<file path="config.mk">
export PLATFORM = sky130hd
export DESIGN_NAME = scii_input_image
export DESIGN_NICKNAME = d
export VERILOG_FILES = /design/src/hdl/scii_pkg.sv /design/src/hdl/scii_input_image.sv
export SDC_FILE = /design/constraint.sdc
export NUM_CORES = 1
export LEC_CHECK = 0
export BUFFER_PORTS_ARGS = -buffer_cell sky130_fd_sc_hd__buf_2
export CORE_MARGIN = 5
export CORE_UTILIZATION = 41
export CTS_CLUSTER_DIAMETER = 50
export DETAILED_ROUTE_END_ITERATION = 10
export HOLD_SLACK_MARGIN = 0.06
export SLEW_MARGIN = 5
export SYNTH_ARGS = -nofsm -noshare
export SYNTH_HDL_FRONTEND = slang
export SYNTH_SLANG_ARGS = --single-unit
</file>
<file path="constraint.sdc">
create_clock -name clock_i -period 3.1 [get_ports clock_i]
set_clock_uncertainty 0.1 [all_clocks]
set_input_delay 0 -clock clock_i [delete_from_list [all_inputs] [get_ports clock_i]]
set_output_delay 0 -clock clock_i [all_outputs]
set_load 0.1 [all_outputs]
</file>
<file path="src/hdl/scii_pkg.sv">
// Package: constants and carrier types for the sixteen channel input image
package scii_pkg;
	// ------------------------------------------------------------
	// Geometry and offsets
	// ------------------------------------------------------------
	localparam int NUM_CHANNELS = 16;
	localparam logic [0:0] IMAGE_OFFSET = 1'h0;
	localparam logic [15:0] IMAGE_RESET = 16'h0000;
	// ------------------------------------------------------------
	// Timing
	// ------------------------------------------------------------
	localparam int CLOCK_HZ = 100000000;
	localparam int FILTER_TIME_MS = 3;
	localparam int FILTER_CYCLES = (CLOCK_HZ / 1000) * FILTER_TIME_MS;
	localparam int FLASH_HALF_MS = 500;
	localparam int FLASH_HALF_CYCLES = (CLOCK_HZ / 1000) * FLASH_HALF_MS;
	// ------------------------------------------------------------
	// Carrier types
	// ------------------------------------------------------------
	typedef struct packed {
		logic error;
		logic config_error;
		logic bus_fail;
	} scii_health_t;
	typedef struct packed {
		logic green;
		logic red;
	} scii_status_led_t;
endpackage : scii_pkg

</file>
<file path="src/hdl/scii_input_image.sv">
// Module: sixteen channel input image with filtering and indicators
`timescale 1ns/1ps
module scii_input_image #(
	parameter int FILTER_CYCLES = scii_pkg::FILTER_CYCLES,
	parameter int FLASH_HALF_CYCLES = scii_pkg::FLASH_HALF_CYCLES
) (
	// Clock and reset
	input wire logic clock_i,
	input wire logic rst_i,
	// Field inputs
	input wire logic [15:0] field_input_channel_i,
	// Module health
	input wire scii_pkg::scii_health_t health_i,
	// Backplane register port
	input wire logic rd_i,
	input wire logic wr_i,
	input wire logic addr_i,
	input wire logic [15:0] wdata_i,
	output logic [15:0] rdata_o,
	output logic rvalid_o,
	// Indicators
	output logic [15:0] channel_led_o,
	output scii_pkg::scii_status_led_t status_led_o
);
	// ------------------------------------------------------------
	// Input synchronisers
	// ------------------------------------------------------------
	logic [15:0] sync_a;
	logic [15:0] sync_b;
	logic [2:0] health_a;
	logic [2:0] health_b;
	always_ff @(posedge clock_i)
	begin
		if (rst_i)
		begin
			sync_a <= 16'h0000;
			sync_b <= 16'h0000;
			health_a <= 3'h0;
			health_b <= 3'h0;
		end
		else
		begin
			sync_a <= field_input_channel_i;
			sync_b <= sync_a;
			health_a <= health_i;
			health_b <= health_a;
		end
	end
	scii_pkg::scii_health_t health;
	assign health = health_b;
	// ------------------------------------------------------------
	// Helpers
	// ------------------------------------------------------------
	// Shared terminal count test, so filter and flash wrap the same way
	function automatic logic count_done(input logic [31:0] cnt, input int cycles);
		return cnt >= 32'(cycles - 1);
	endfunction : count_done
	// ------------------------------------------------------------
	// Per channel filter
	// ------------------------------------------------------------
	// A level must stand unchanged for the full time; bounces restart the count
	logic [15:0] process_input_image;
	logic [31:0] filt_cnt [16];
	always_ff @(posedge clock_i)
	begin
		for (int i = 0; i < scii_pkg::NUM_CHANNELS; i++)
		begin
			if (rst_i)
			begin
				filt_cnt[i] <= 32'h0;
				process_input_image[i] <= scii_pkg::IMAGE_RESET[i];
			end
			else if (sync_b[i] == process_input_image[i])
				filt_cnt[i] <= 32'h0;
			else if (count_done(filt_cnt[i], FILTER_CYCLES))
			begin
				filt_cnt[i] <= 32'h0;
				process_input_image[i] <= sync_b[i];
			end
			else
				filt_cnt[i] <= filt_cnt[i] + 32'h1;
		end
	end
	// ------------------------------------------------------------
	// Register port
	// ------------------------------------------------------------
	// Writes deliberately have no decode at all; the module owns no output bytes
	logic unused_wr;
	assign unused_wr = wr_i ^ (^wdata_i);
	always_ff @(posedge clock_i)
	begin
		if (rst_i)
		begin
			rdata_o <= 16'h0000;
			rvalid_o <= 1'b0;
		end
		else
		begin
			// Every read is answered, so the host never waits more than one cycle
			rvalid_o <= rd_i;
			if (rd_i && addr_i == scii_pkg::IMAGE_OFFSET)
				rdata_o <= process_input_image;
			else
				rdata_o <= 16'h0000;
		end
	end
	// ------------------------------------------------------------
	// Flash divider
	// ------------------------------------------------------------
	logic [31:0] flash_cnt;
	logic flash;
	always_ff @(posedge clock_i)
	begin
		if (rst_i)
		begin
			flash_cnt <= 32'h0;
			flash <= 1'b0;
		end
		else if (count_done(flash_cnt, FLASH_HALF_CYCLES))
		begin
			flash_cnt <= 32'h0;
			flash <= ~flash;
		end
		else
			flash_cnt <= flash_cnt + 32'h1;
	end
	// ------------------------------------------------------------
	// Indicators
	// ------------------------------------------------------------
	always_ff @(posedge clock_i)
	begin
		if (rst_i)
		begin
			channel_led_o <= 16'h0000;
			status_led_o <= '0;
		end
		else
		begin
			channel_led_o <= process_input_image;
			// Configuration error flash takes priority over steady error
			if (health.config_error)
				status_led_o.red <= flash;
			else
				status_led_o.red <= health.error;
			if (health.bus_fail)
				status_led_o.green <= flash;
			else
				status_led_o.green <= ~health.error & ~health.config_error;
		end
	end
	// ------------------------------------------------------------
	// Checks
	// ------------------------------------------------------------
	read_image_a: assert property (@(posedge clock_i) disable iff (rst_i)
		rd_i && !addr_i |=> rvalid_o && rdata_o == $past(process_input_image))
		else $error("read data not image");
	byte_order_a: assert property (@(posedge clock_i) disable iff (rst_i)
		rvalid_o && !$past(addr_i) |-> rdata_o[7:0] == $past(process_input_image[7:0]))
		else $error("byte 0 wrong");
	write_ignored_a: assert property (@(posedge clock_i) disable iff (rst_i)
		wr_i && !rd_i |=> $stable(process_input_image) || $past(sync_b) != $past(process_input_image))
		else $error("write disturbed image");
	green_ok_a: assert property (@(posedge clock_i) disable iff (rst_i)
		health == 3'h0 ##1 health == 3'h0 |=> status_led_o.green)
		else $error("green not lit");
	red_error_a: assert property (@(posedge clock_i) disable iff (rst_i)
		health.error && !health.config_error |=> status_led_o.red)
		else $error("red not lit");
	red_flash_a: assert property (@(posedge clock_i) disable iff (rst_i)
		health.config_error |=> status_led_o.red == $past(flash))
		else $error("red not flashing");
	green_flash_a: assert property (@(posedge clock_i) disable iff (rst_i)
		health.bus_fail |=> status_led_o.green == $past(flash))
		else $error("green not flashing");
	channel_led_a: assert property (@(posedge clock_i) disable iff (rst_i)
		1'b1 |=> channel_led_o == $past(process_input_image))
		else $error("channel led mismatch");
	filter_hold_a: assert property (@(posedge clock_i) disable iff (rst_i)
		filt_cnt[0] != 32'h0 && filt_cnt[0] < 32'(FILTER_CYCLES - 1) |=> $stable(process_input_image[0]))
		else $error("image changed early");
	flash_period_a: assert property (@(posedge clock_i) disable iff (rst_i)
		$changed(flash) |-> flash_cnt == 32'h0)
		else $error("flash toggled off period");
	read_idle_a: assert property (@(posedge clock_i) disable iff (rst_i)
		!rd_i |=> !rvalid_o && rdata_o == 16'h0000)
		else $error("read answer held too long");
	other_addr_a: assert property (@(posedge clock_i) disable iff (rst_i)
		rd_i && addr_i |=> rvalid_o && rdata_o == 16'h0000)
		else $error("unmapped address not zero");
	byte_high_a: assert property (@(posedge clock_i) disable iff (rst_i)
		rvalid_o && !$past(addr_i) |-> rdata_o[15:8] == $past(process_input_image[15:8]))
		else $error("byte 1 wrong");
	write_silent_a: assert property (@(posedge clock_i) disable iff (rst_i)
		wr_i && !rd_i |=> !rvalid_o)
		else $error("write produced an answer");
	green_fault_a: assert property (@(posedge clock_i) disable iff (rst_i)
		(health.error || health.config_error) && !health.bus_fail |=> !status_led_o.green)
		else $error("green lit during fault");
	red_clear_a: assert property (@(posedge clock_i) disable iff (rst_i)
		!health.error && !health.config_error |=> !status_led_o.red)
		else $error("red lit without error");
	filter_take_a: assert property (@(posedge clock_i) disable iff (rst_i)
		count_done(filt_cnt[0], FILTER_CYCLES) && sync_b[0] != process_input_image[0]
		|=> process_input_image[0] == $past(sync_b[0]))
		else $error("settled level not taken");
	filter_restart_a: assert property (@(posedge clock_i) disable iff (rst_i)
		sync_b[0] == process_input_image[0] |=> filt_cnt[0] == 32'h0)
		else $error("bounce did not restart filter");
	flash_bound_a: assert property (@(posedge clock_i) disable iff (rst_i)
		flash_cnt < 32'(FLASH_HALF_CYCLES))
		else $error("flash counter overran");
endmodule : scii_input_image

</file>
==> results.rst <==
.. list-table::
   :header-rows: 1

   * - Metric
     - Value
   * - Launch instance of the worst register-to-register path
     - filt_cnt[1][96]
   * - Switching share of total power
     - 20.8%
   * - Proportion of power drawn by the clock network
     - 46.5%
   * - Achievable Freq
     - 0.391 GHz
   * - Fin crit share
     - 82.4%
   * - Number of setup buffers added after CTS
     - 0
   * - Critical Path AT
     - 2760 ps
   * - Total of warnings raised by yosys
     - 0
   * - Final non-filler cell total
     - 4054
   * - Xor and xnor fraction of the mapped netlist area
     - 9.83%
   * - Clock tree from TritonCTS
     - done
   * - Share of post-route cells with drive strength above 1
     - 7.34%
   * - CP Launch Type
     - register
   * - R2R Path End
     - filt_cnt[1][102]
   * - Maximum ir drop on the vdd rail
     - 0.450 mV
   * - Final worst setup slack
     - 545 ps
   * - Area grow syn2layout
     - 25.9%
   * - Sequential fraction of the synthesis area
     - 64.9%
   * - Top post-synthesis cells by area
     - edfxtp_1, dfxtp_1, nor2_1
   * - Final wirelength
     - 44900 um
   * - Number of diodes
     - 0
   * - Minimum period implied by the final worst setup slack
     - 2550 ps
   * - Required time worst endpoint
     - 3310 ps
   * - Largest family of logic cells by synthesized area
     - simple AND/OR/NAND/NOR gates
   * - Std cell rows
     - 94
   * - Post-layout instance area
     - 0.0346 mm2
   * - Net Switching
     - 4.06 mW
   * - Multi-input gate area
     - 0.0120 mm2
   * - Worst hold path class
     - in2reg
   * - Synthesized area
     - 0.0275 mm2
   * - Simple-gate area share of the yosys netlist
     - 20.4%
   * - Area share of the largest cell type after synthesis
     - 56.0%
   * - Post-route total power
     - 19.5 mW
   * - Worst reg-to-reg path cell count
     - 6
   * - Yosys cell types
     - 71
   * - Clock root buffer
     - clkbuf_16
   * - Antenna violations before repair
     - 1
   * - DR iter-0 viols
     - 737
   * - Input/output buffers
     - 57
   * - Max transition margin
     - 23.0%
   * - EDFF count, synth
     - 512
   * - Total iterations of the first detailed-routing run
     - 5
   * - Filler cells
     - 5837
   * - Hold Fails Final Rpt
     - 0
   * - Clock Sink Count
     - 634
   * - Actual slew at the worst max-slew pin
     - 1150 ps
   * - Number of H-tree branching levels
     - 3
   * - Type of the setup path with the least slack
     - reg2reg
   * - Sequential share of power
     - 50.6%
   * - Status
     - finished clean
   * - Seq cells post-synth
     - 634
   * - Max_cap viols
     - 0
   * - Hold endpoint
     - sync_a[15]
   * - Die Width
     - 269 um
   * - Total congestion overflow after global routing
     - 0
   * - Number of remaining DRC errors
     - 0
   * - Total global-route track usage
     - 12.7%
   * - Setup repair after global routing missed its margin
     - false
   * - Area of the die
     - 0.0722 mm2
   * - Worst slack at placement
     - 547 ps
   * - Final setup violating endpoints
     - 0
   * - Nature of the critical path endpoint
     - register
   * - Design internal power
     - 15.4 mW
   * - Pin count of the biggest net entering global routing
     - 43
   * - Placed insts
     - 3850
   * - DR vias
     - 17806
   * - Synthesized area divided by synthesized cell count
     - 12.2 um2
   * - Final setup TNS
     - 0 ps
   * - Arithmetic-cell share of the synthesized area counting full adders, half adders and majority gates
     - 0.775%
   * - Cell Pwr Density
     - 564 mW/mm2
   * - Proportion of power drawn by combinational gates
     - 2.9%
   * - Top-level port count
     - 75
   * - Register area
     - 0.0178 mm2
   * - Final RePlAce weighted congestion
     - 0.784
   * - Worst hold path stage count
     - 3
   * - Wire length per cell after detailed routing
     - 11.1 um
   * - Vias in the first global route
     - 17620
   * - Antenna Violating Nets Remaining
     - 0
   * - Clock transition at the registers of the reported paths
     - 60 ps
   * - Post-synthesis compound-gate area fraction
     - 2.39%
   * - Estimated wirelength of the detail-placed design
     - 30100 um
   * - First-pass GRT wire length
     - 77600 um
   * - Gate Count Post-Synth
     - 2242
   * - Synth area leader
     - edfxtp_1
   * - CTS-repair resized insts
     - 0
   * - Nets
     - 3181
   * - Vias/cell
     - 4.39
   * - Initial core utilization
     - 41.5%
   * - Clock latency on the worst-skew pair
     - 610 ps
   * - Peak fanout along the critical path
     - 18
   * - Number of buffers inserted during clock tree synthesis
     - 80
   * - Instance area after placement
     - 0.0314 mm2
   * - Core Area
     - 0.0661 mm2
   * - Launch point of the worst hold path
     - field_input_channel_i[15]
   * - Pins Over Slew Limit
     - 0
   * - Share of synthesized area spent on multiplexers
     - 0.283%
   * - Maximum number of buffers from clock root to sink
     - 3
   * - Register-to-Register Setup Slack
     - 550 ps
   * - Top flip-flop cell by instance count after synthesis
     - edfxtp_1
   * - Share of synthesized registers carrying an async set or reset
     - 0%
   * - Chip height
     - 269 um
   * - Cell leakage power
     - 13.0 nW
-- cell type report --
cell class,instances,area share (%)
Clock buffer,111,6.82
Tap cell,864,3.13
Multi-Input combinational cell,2250,34.6
Clock inverter,37,0.883
Inverter,40,0.434
Timing Repair Buffer,118,2.60
Sequential cell,634,51.5
-- cell families after synthesis --
| logic type | after synthesis |
|---|---|
| muxes | 7 |
| xor gates and xnor gates | 308 |
| and+or+nand+nor | 1094 |
| DFF | 634 |
| AOI/OAI and AO/OA | 98 |
| other | 2 |
| buffers and inverters | 82 |
| adders and majority gates | 17 |
-- Yosys cell counts (3+ instances only) --
library cell	count
dfxtp_1	122
nand4bb_1	5
clkbuf_1	22
nand2_1	102
or4_4	3
nor4bb_1	3
nand4_1	82
and3_1	43
nor2b_1	63
a41oi_1	4
nor2_1	432
or4_1	11
and4b_1	3
nand3_2	5
nor2_4	8
nor3_1	57
nand3_1	134
o21ai_0	32
buf_2	11
and4_1	32
nor4_1	42
xor2_1	167
nand2b_1	13
buf_6	6
edfxtp_1	512
mux2_2	5
ha_1	17
and2_1	26
or3_1	9
xnor2_1	141
inv_1	40
a31o_2	10
o211ai_1	7
a41o_1	4
a21oi_1	20
-- state kept, by name (all words and copies together), names as in the netlist --
name and count:
channel_led_o 16, filt_cnt 512, flash 1, flash_cnt 32, health 3, health_a 3
process_input_image 16, rdata_o 16, rvalid_o 1, status_led_o 2, sync_a 16, sync_b 16
-- through the flow --
| step | utilization, % | hold WS [ps] |
|---|---|---|
| 3_5_place_dp | 47.4 | 114 |
| 3_3_place_gp | 47.4 | 116 |
| 4_1_cts | 52.3 | 142 |
| 5_1_grt | 52.3 | 144 |
| 6_report | 52.3 | 181 |
| 2_1_floorplan | - | 28.2 |
-- power groups by stage --
stage / Combinational, mW / Clock (mW) / Sequential, mW
floorplan: 0.366 / 0 / 10.0
global placement: 0.486 / 0 / 10.0
detailed placement: 0.488 / 0 / 10.0
CTS: 0.546 / 9.42 / 9.86
global route: 0.663 / 9.75 / 9.91
finish: 0.569 / 9.06 / 9.86
-- critical path: stages (launching register included) --
cell	delay, ps
edfxtp_1	430
ha_1	260
a41o_1	210
nand4_1	100
nand4_1	140
or2_1	900
nor2_1	120
-- layer usage --
| layer | track usage [%] | wire [um] |
|---|---|---|
| met1 | 15.9 | 20300 |
| met5 | 0 | 0 |
| met3 | 2.54 | 1760 |
| met4 | 4.83 | 1260 |
| met2 | 21.8 | 21600 |
-- how the worst max path moves through the flow --
stage / endpoint / startpoint / cells after the start
final: filt_cnt[1][102] / filt_cnt[1][96] / 6
after global routing: filt_cnt[1][99] / filt_cnt[1][96] / 6
after CTS: filt_cnt[1][103] / filt_cnt[1][96] / 6
after detailed placement: filt_cnt[1][102] / filt_cnt[1][96] / 6
after global placement: filt_cnt[1][99] / filt_cnt[1][96] / 6
after floorplan: filt_cnt[1][239] / filt_cnt[1][224] / 7
-- timing repair --
action                                 4_1_cts  5_1_grt
setup endpoints to repair                    0        0
endpoints found under the hold margin       69        0
hold buffers                                56        0
-- placed cells by master, fill, tap and decap left out, types with 62 or more instances in the layout --
master and instances:
nor2b_1 62, dfxtp_1 122, nand2_1 102, clkbuf_16 88, conb_1 726, nor2_1 432, nand4_1 82, edfxtp_1 512
nand3_1 134, xor2_1 167, xnor2_1 141
Note: power is estimated with default switching activity, not from simulation.
